--- src/design/asmc_pkg.sv ---
// Package of constants and types for the asynchronous static memory host controller
// Contract
// Memory holds 512K bytes, 19-bit address
// Four one-megabit banks, decoder on upper bits
// Device is asynchronous, no clock or refresh
// Write strobe stays high during reads
// Address valid before chip select falls
// Address changes only with strobe or select high
// Write happens during select and strobe overlap
// Write recovery timed from first strobe rising
// Host never drives while device drives
// Select after strobe keeps outputs floating
// Gate low write pulse covers float plus overlap
// Gate high write may use minimum pulse
// Read data valid within gate access time
// Deselect floats outputs within deselect time
// Deselect enters standby within powerdown time
// After reset hold select and strobe high
`default_nettype none
package asmc_pkg;

    // ----------------------------------------------------------------
    // Geometry
    // ----------------------------------------------------------------
    localparam int ADDR_WIDTH = 19; // 512K words
    localparam int DATA_WIDTH = 8; // Byte wide

    // ----------------------------------------------------------------
    // Timing in ns, fastest grade, and derived cycle counts at 100 MHz
    // ----------------------------------------------------------------
    localparam int CLK_PERIOD_NS = 10;
    localparam int CYCLE_TIME_NS = 25; // Read and write cycle time
    localparam int WRITE_PULSE_NS = 17; // Minimum write pulse
    localparam int DATA_OVERLAP_NS = 15; // Data to end of write
    localparam int WRITE_TO_FLOAT_TIME_NS = 15;
    localparam int GATE_ACCESS_TIME_NS = 12;
    localparam int DESELECT_FLOAT_TIME_NS = 14;
    localparam int POWERDOWN_TIME_NS = 25;
    localparam int ADDR_SETUP_NS = 3;
    localparam int DATA_HOLD_NS = 3; // Covers select-controlled variant

    // Least times round up
    localparam int CYCLE_CYCLES = (CYCLE_TIME_NS + CLK_PERIOD_NS - 1) / CLK_PERIOD_NS;
    localparam int PULSE_GATE_HIGH_CYCLES = (WRITE_PULSE_NS + CLK_PERIOD_NS - 1) / CLK_PERIOD_NS;
    localparam int PULSE_GATE_LOW_NS = (WRITE_TO_FLOAT_TIME_NS + DATA_OVERLAP_NS > WRITE_PULSE_NS) ?
        WRITE_TO_FLOAT_TIME_NS + DATA_OVERLAP_NS : WRITE_PULSE_NS;
    localparam int PULSE_GATE_LOW_CYCLES = (PULSE_GATE_LOW_NS + CLK_PERIOD_NS - 1) / CLK_PERIOD_NS;
    localparam int FLOAT_CYCLES = (WRITE_TO_FLOAT_TIME_NS + CLK_PERIOD_NS - 1) / CLK_PERIOD_NS;
    localparam int GATE_ACCESS_CYCLES = (GATE_ACCESS_TIME_NS + CLK_PERIOD_NS - 1) / CLK_PERIOD_NS;
    localparam int DESELECT_CYCLES = (DESELECT_FLOAT_TIME_NS + CLK_PERIOD_NS - 1) / CLK_PERIOD_NS;
    localparam int SETUP_CYCLES = (ADDR_SETUP_NS + CLK_PERIOD_NS - 1) / CLK_PERIOD_NS;
    localparam int HOLD_CYCLES = (DATA_HOLD_NS + CLK_PERIOD_NS - 1) / CLK_PERIOD_NS;
    localparam int COUNT_WIDTH = 4;

    // ----------------------------------------------------------------
    // Reset values of the pins
    // ----------------------------------------------------------------
    localparam logic [ADDR_WIDTH-1:0] ADDR_RESET = 19'h0_0000;
    localparam logic [DATA_WIDTH-1:0] DATA_RESET = 8'h00;

    // ----------------------------------------------------------------
    // Sequencer states
    // ----------------------------------------------------------------
    typedef enum logic [2:0] {
        ST_IDLE = 3'b000, // Deselected, standby
        ST_SETUP = 3'b001, // Address settling, strobes high
        ST_READ = 3'b010, // Select and gate low, waiting for data
        ST_WRITE = 3'b011, // Select and strobe low
        ST_HOLD = 3'b100, // Strobe high, data held
        ST_RECOVER = 3'b101 // Deselected, finishing the cycle time
    } asmc_state_type;

    typedef struct packed {
        asmc_state_type state;
        logic [COUNT_WIDTH-1:0] count;
        logic [COUNT_WIDTH-1:0] cycle_count;
        logic is_write;
        logic gate_low_write;
        logic [ADDR_WIDTH-1:0] addr;
        logic [DATA_WIDTH-1:0] wdata;
        logic [DATA_WIDTH-1:0] rdata;
        logic rvalid;
        logic wdone;
        logic chip_sel_n;
        logic write_strobe_n;
        logic out_gate_n;
        logic data_oe;
    } asmc_regs_type;

endpackage
`default_nettype wire

--- src/design/asmc_host.sv ---
// Host controller driving an asynchronous 512K x 8 static memory through its pins
`timescale 1ns/10ps
`default_nettype none
module asmc_host (
    input wire logic clk_sys_in, // 100 MHz system clock
    input wire logic reset_in, // Asynchronous, active high
    // User request side
    input wire logic req_valid_in, // Request present
    input wire logic req_write_in, // 1 write, 0 read
    input wire logic req_gate_low_in, // Keep output gate low during write
    input wire logic [asmc_pkg::ADDR_WIDTH-1:0] req_addr_in, // Word address
    input wire logic [asmc_pkg::DATA_WIDTH-1:0] req_wdata_in, // Write data
    output logic req_ready_out, // Request taken when valid and ready
    output logic [asmc_pkg::DATA_WIDTH-1:0] rdata_out, // Read data
    output logic rdata_valid_out, // One-cycle pulse with read data
    output logic wdone_out, // One-cycle pulse at end of write
    // Memory pins
    output logic [asmc_pkg::ADDR_WIDTH-1:0] mem_addr_out, // Address lines
    output logic mem_chip_sel_n_out, // Chip select, active low
    output logic mem_write_strobe_n_out, // Write strobe, active low
    output logic mem_out_gate_n_out, // Output gate, active low
    output logic [asmc_pkg::DATA_WIDTH-1:0] mem_data_out, // Data driven to memory
    output logic mem_data_oe_out, // High while host drives the data pins
    input wire logic [asmc_pkg::DATA_WIDTH-1:0] mem_data_in // Data pins as seen
);

    // ----------------------------------------------------------------
    // State and synchroniser
    // ----------------------------------------------------------------
    asmc_pkg::asmc_regs_type regs; // All registered state except the two sync flops
    asmc_pkg::asmc_regs_type next_regs; // Next value
    logic [asmc_pkg::DATA_WIDTH-1:0] data_meta; // First sync stage, read only by data_sync
    logic [asmc_pkg::DATA_WIDTH-1:0] data_sync; // Second sync stage

    // Read data comes from outside the clock domain, so two flops first
    always_ff @(posedge clk_sys_in or posedge reset_in) begin
        if (reset_in) begin
            data_meta <= asmc_pkg::DATA_RESET;
            data_sync <= asmc_pkg::DATA_RESET;
        end else begin
            data_meta <= mem_data_in;
            data_sync <= data_meta;
        end
    end

    // Count saturating helper, used for both counters
    function automatic logic [asmc_pkg::COUNT_WIDTH-1:0] count_up(input logic [asmc_pkg::COUNT_WIDTH-1:0] value);
        count_up = (value == 4'hF) ? value : value + 4'h1;
    endfunction

    // ----------------------------------------------------------------
    // Access sequence, counted in clock edges from the taking edge
    // ----------------------------------------------------------------
    // Every access starts the same way: the request is taken in idle,
    // address and write data are latched, and one setup edge passes with
    // select, strobe and gate all high, so the address settles first.
    //
    // Read:
    //   edge 1  select and gate fall together, strobe stays high
    //   edge 2+ the memory drives after its gate access time
    //   edge 6  the byte seen two flops late is captured, valid pulses,
    //           select and gate rise together
    //   Sampling waits out the full cycle time plus the two sync flops,
    //   so a slower grade only needs a larger cycle count.
    //
    // Write:
    //   edge 1  select and strobe fall together; the memory outputs stay
    //           floating, so the gate setting cannot cause contention
    //   gate high: data is driven from edge 2, strobe rises at edge 3
    //   gate low:  data waits for the float time, driven from edge 3,
    //              and the pulse is stretched, strobe rises at edge 4
    //   The gate rises with the strobe, because a selected memory with
    //   strobe high and gate low would start driving into the host.
    //   One hold edge later data is released, select rises, done pulses.
    //
    // Recovery:
    //   Select stays high for the deselect float time and until the cycle
    //   counter, started when select fell, covers the cycle time. Only
    //   then does ready return, so back-to-back accesses are spaced.
    //
    // Limitation: one access at a time, no pipelining; a request seen
    // while busy is simply not taken and must be held by the requester.

    // ----------------------------------------------------------------
    // Next-state logic
    // ----------------------------------------------------------------
    always_comb begin
        next_regs = regs;
        next_regs.rvalid = 1'b0;
        next_regs.wdone = 1'b0;
        next_regs.count = count_up(regs.count);
        next_regs.cycle_count = count_up(regs.cycle_count);
        unique case (regs.state)
            asmc_pkg::ST_IDLE: begin
                // Deselected: standby, outputs floating, strobe high
                next_regs.chip_sel_n = 1'b1;
                next_regs.write_strobe_n = 1'b1;
                next_regs.out_gate_n = 1'b1;
                next_regs.data_oe = 1'b0;
                if (req_valid_in) begin
                    // Address changes only while select and strobe are high
                    next_regs.addr = req_addr_in;
                    next_regs.wdata = req_wdata_in;
                    next_regs.is_write = req_write_in;
                    next_regs.gate_low_write = req_gate_low_in;
                    next_regs.count = 4'h0;
                    next_regs.state = asmc_pkg::ST_SETUP;
                end
            end
            asmc_pkg::ST_SETUP: begin
                // Address is stable before select falls
                if (regs.count >= 4'(asmc_pkg::SETUP_CYCLES - 1)) begin
                    next_regs.count = 4'h0;
                    next_regs.cycle_count = 4'h0;
                    next_regs.chip_sel_n = 1'b0;
                    if (regs.is_write) begin
                        // Strobe falls with select, so device outputs never turn on
                        next_regs.write_strobe_n = 1'b0;
                        next_regs.out_gate_n = !regs.gate_low_write;
                        next_regs.state = asmc_pkg::ST_WRITE;
                    end else begin
                        next_regs.write_strobe_n = 1'b1;
                        next_regs.out_gate_n = 1'b0;
                        next_regs.state = asmc_pkg::ST_READ;
                    end
                end
            end
            asmc_pkg::ST_READ: begin
                // Wait for full access, which covers the gate access time too
                if (regs.count >= 4'(asmc_pkg::CYCLE_CYCLES + 1)) begin
                    next_regs.rdata = data_sync;
                    next_regs.rvalid = 1'b1;
                    next_regs.chip_sel_n = 1'b1;
                    next_regs.out_gate_n = 1'b1;
                    next_regs.count = 4'h0;
                    next_regs.state = asmc_pkg::ST_RECOVER;
                end
            end
            asmc_pkg::ST_WRITE: begin
                // With gate low, hold data off until the device outputs float
                if (regs.gate_low_write && regs.count >= 4'(asmc_pkg::FLOAT_CYCLES - 1)) begin
                    next_regs.data_oe = 1'b1;
                end else if (!regs.gate_low_write) begin
                    next_regs.data_oe = 1'b1;
                end
                if ((regs.gate_low_write && regs.count >= 4'(asmc_pkg::PULSE_GATE_LOW_CYCLES - 1)) ||
                    (!regs.gate_low_write && regs.count >= 4'(asmc_pkg::PULSE_GATE_HIGH_CYCLES - 1))) begin
                    // Strobe rises first, ending the overlap; recovery timed from here
                    next_regs.write_strobe_n = 1'b1;
                    // Gate rises with the strobe: a selected memory would drive while host data still stands
                    next_regs.out_gate_n = 1'b1;
                    next_regs.count = 4'h0;
                    next_regs.state = asmc_pkg::ST_HOLD;
                end
            end
            asmc_pkg::ST_HOLD: begin
                // Keep data driven past the strobe edge, then deselect
                if (regs.count >= 4'(asmc_pkg::HOLD_CYCLES - 1)) begin
                    next_regs.data_oe = 1'b0;
                    next_regs.chip_sel_n = 1'b1;
                    next_regs.out_gate_n = 1'b1;
                    next_regs.wdone = 1'b1;
                    next_regs.count = 4'h0;
                    next_regs.state = asmc_pkg::ST_RECOVER;
                end
            end
            asmc_pkg::ST_RECOVER: begin
                // Let the device float and finish the cycle time before next access
                if (regs.count >= 4'(asmc_pkg::DESELECT_CYCLES - 1) &&
                    regs.cycle_count >= 4'(asmc_pkg::CYCLE_CYCLES)) begin
                    next_regs.state = asmc_pkg::ST_IDLE;
                end
            end
            default: begin
                // Illegal code: return to a safe, deselected idle
                next_regs.state = asmc_pkg::ST_IDLE;
                next_regs.chip_sel_n = 1'b1;
                next_regs.write_strobe_n = 1'b1;
                next_regs.data_oe = 1'b0;
            end
        endcase
    end

    // ----------------------------------------------------------------
    // State register
    // ----------------------------------------------------------------
    always_ff @(posedge clk_sys_in or posedge reset_in) begin
        if (reset_in) begin
            regs.state <= asmc_pkg::ST_IDLE;
            regs.count <= 4'h0;
            regs.cycle_count <= 4'h0;
            regs.is_write <= 1'b0;
            regs.gate_low_write <= 1'b0;
            regs.addr <= asmc_pkg::ADDR_RESET;
            regs.wdata <= asmc_pkg::DATA_RESET;
            regs.rdata <= asmc_pkg::DATA_RESET;
            regs.rvalid <= 1'b0;
            regs.wdone <= 1'b0;
            regs.chip_sel_n <= 1'b1;
            regs.write_strobe_n <= 1'b1;
            regs.out_gate_n <= 1'b1;
            regs.data_oe <= 1'b0;
        end else begin
            regs <= next_regs;
        end
    end

    // ----------------------------------------------------------------
    // Outputs
    // ----------------------------------------------------------------
    assign req_ready_out = (regs.state == asmc_pkg::ST_IDLE); // Handshake may be combinational
    assign rdata_out = regs.rdata;
    assign rdata_valid_out = regs.rvalid;
    assign wdone_out = regs.wdone;
    assign mem_addr_out = regs.addr;
    assign mem_chip_sel_n_out = regs.chip_sel_n;
    assign mem_write_strobe_n_out = regs.write_strobe_n;
    assign mem_out_gate_n_out = regs.out_gate_n;
    assign mem_data_out = regs.wdata;
    assign mem_data_oe_out = regs.data_oe;

endmodule
`default_nettype wire

--- config.mk ---
export PLATFORM = sky130hd
export DESIGN_NAME = asmc_host
export DESIGN_NICKNAME = d
export VERILOG_FILES = /design/src/design/asmc_pkg.sv /design/src/design/asmc_host.sv
export SDC_FILE = /design/constraint.sdc
export NUM_CORES = 1
export LEC_CHECK = 0
export BUFFER_PORTS_ARGS = -buffer_cell sky130_fd_sc_hd__buf_2
export CAP_MARGIN = 5
export CORE_UTILIZATION = 52
export CTS_CLUSTER_DIAMETER = 100
export CTS_CLUSTER_SIZE = 10
export DETAILED_ROUTE_END_ITERATION = 6
export GPL_TIMING_DRIVEN = 0
export PLACE_DENSITY = 0.79
export SLEW_MARGIN = 10
export SYNTH_ARGS = -nofsm -noshare
export SYNTH_HDL_FRONTEND = slang
export SYNTH_SLANG_ARGS = --single-unit
--- constraint.sdc ---
create_clock -name clk_sys_in -period 3 [get_ports clk_sys_in]
set_input_delay 0.45 -clock clk_sys_in [delete_from_list [all_inputs] [get_ports clk_sys_in]]
set_output_delay 0.45 -clock clk_sys_in [all_outputs]
set_load 0.01 [all_outputs]
==> results.md <==
* Avg Inst Size Synth at 12.50 sq um
* Clock Latency Late Sink at 0.34 ns
* Top post-synthesis cells by area: dfrtp_1 55%, buf_4 8.8%, mux2_2 8.5%
* Worst-Margin Slew at between 0.3 and 0.4 ns
* Final layout net count at around 380
* CP Data Arrival Time at about 2.0 ns
* Max H-tree Level at 3
* Synth-to-Final Area Change at 24.44%
* Reg2Reg Depth at 6
* Setup crit start kind: flip-flop
* Outcome: finished, final reports clean
* P_leak at roughly 1.9 nW
* Row cnt at 27
* Crit path capture type: flip-flop
* Vias per cell at ~4.8
* # clock sinks at 70
* Dominant cell by count in the synthesized netlist: dfrtp_1
* Clock period minus final worst setup slack at around 1.7 ns
* Diode count at 0
* Synth top area share at 54.76%
* Final worst-path cycle share at between 50% and 60%
* Cell area after layout at approximately 3800 sq um
* Setup Skew at between 0.006 and 0.007 ns
* Via count at roughly 2k
* Final Power at roughly 0.0040 W
* Final ANT Viol Nets at 0
* Global-route wire length before repair at ~9000 um
* Worst rel slew slack at 77.79%
* Detailed-route DRC error count at 0
* Port bufs at between 80 and 90
* Largest net degree at the start of global routing at 60
* Fmax at just under 0.6 GHz
* CTS tree: done
* Clock transition at the registers of the reported paths at 0.08 ns
* Cells after Synth at roughly 250
* # IOs at 82
* PwrDens at a little over 1000 nW/um^2
* Max-cap violations at 0
* Placement Cell Area at 3587 sq um
* Setup ws final at 1.266 ns
* Final setup fails at 0
* Reg2reg end: mem_out_gate_n_out
* CORE AREA at 5574 sq um
* FFs w/ async S/R, synth at 100.0%
* Cts bufs inserted at 9
* Final wirelength at around 5400 um
* Share of cells above drive strength 1 at 52.77%
* Hold WC Path Type: input pin to async pin
* Critical path class: flip-flop to flip-flop
* Total track usage at around 19%
* Final Core Density at 68.35%
* RR Startpoint: regs[47]
* Ys Warns at 0
* Vias in the first global route at 2033
* RSZ-0062 raised after global routing: false
* Reg-to-reg setup timing slack at around 1.3 ns
* Wire per inst at ~13 um
* Data required, critical path at 3.27 ns
* Starting density of the core at between 50% and 60%
* Layout Cells excl Fill at ~420
* CTS Root Cell: clkbuf_8
* Fillers at 405
* Syn Std Cell Area at about 3100 sq um
* Die Wd at slightly below 80 um
* Synth cell count leaders: 67 x dfrtp_1, 36 x buf_4, 29 x nand2_1
* Max Fanout on Critical Path at 8
* Starting DRC count in detailed routing at 87
* Yosys reg bits at 70
* Slew Viols, Final at 0
* Inst Count DP at approximately 400
* Yosys top cell by area: dfrtp_1
* Syn nets at 289
* Die height at slightly below 80 um
* Hold buffer count at CTS at 0
* Most used flip-flop cell after synthesis: dfrtp_1
* Clk buf depth at 2
* Place WS at 1.280 ns
* Seq/Total Area, Yosys at a little under three fifths
* Synth unique cells at 48
* Detailed-placement wirelength estimate at 3923 um
* Post-synth EDFFs at 0
* Post-CTS Setup Bufs at 0
* Die ar. at 6198 sq um
* PostCTS Resize Cnt at 0
* Pre-antenna DRT Iters at 4
* Initial antenna violation count at 0
* GPL Wtd Cong at 0.7742
* Final count of hold timing violations at 0
* Maximum vdd drop at ~500 uV
* GR Overflow Total at 0
## layout by cell type (no fill, tap or decap), drive strengths merged, types with 3 or more instances in the layout
cell type	instances
nand2	29
nor2b	3
buf	124
nor2	10
clkbuf	10
o21ai	7
mux2	29
inv	7
a211oi	3
nand2b	3
clkinv	3
dfrtp	67
nand3	5
dfstp	3
ha	4
nor3	3
## metal layers
metal	global-route usage, %	vias up	wire [um]
li1	-	981	-
met3	4.598	11	277
met4	10.74	0	68
met5	0	-	0
met1	24.47	945	2374
met2	30.35	60	2657
## metrics by stage
stage | hold slack, ns | TNS [ns]
6_report | 0.01884 | 0
5_1_grt | 0.02713 | 0
4_1_cts | 0.007196 | 0
3_5_place_dp | 0.3347 | 0
3_3_place_gp | 0.3335 | -2.380
2_1_floorplan | 0.3312 | 0
## cells by family (layout without fill, tap and decap cells)
logic type	Yosys count	after routing	share of synthesized area, %
flops	70	70	57.34
simple gates	63	63	10.67
buf+inv	50	148	11.97
mux	31	31	11.32
compound gates	25	25	6.457
fa+ha+maj	5	5	1.962
xor+xnor	1	1	0.2861
## power breakdown
part / internal [W] / switching [W]
Sequential: 0.00129 / 0.000215
Combinational: 0.000914 / 0.000711
Clock: 0.000487 / 0.000346
Total: 0.00269 / 0.00127
## critical path, cell delays in order, from the launching register on
cell and delay [ns]:
dfrtp_1 0.47, inv_1 0.09, ha_1 0.19, nor3b_1 0.25
o2111ai_1 0.19, nand3_1 0.13, mux2_2 0.34
## registers in the layout (all words and copies together) (netlist names), 8 cells and up
signal        flops
regs             13
mem_data_out      8
mem_addr_out     19
data_meta         8
rdata_out         8
data_sync         8
## cell type report
type	count	area, sq um	area share, %
sequential	70	1755	46.08
clock inverter	6	85.08	2.233
tap	72	90.09	2.365
multi-input combinational	125	939.7	24.66
buffer	42	331.6	8.703
timing repair buffer	82	432.9	11.36
clock buffer	10	137.6	3.612
inverter	8	37.54	0.9852
## worst max path at each step
stage,to,from,cells after the start
after floorplan,data_meta[0],reset_in,1
after global placement,data_meta[4],reset_in,2
after detailed placement,mem_out_gate_n_out,regs[47],6
after CTS,mem_out_gate_n_out,regs[47],6
after global routing,mem_out_gate_n_out,regs[47],6
final,mem_out_gate_n_out,regs[47],6
(Power assumes the default switching activity.)
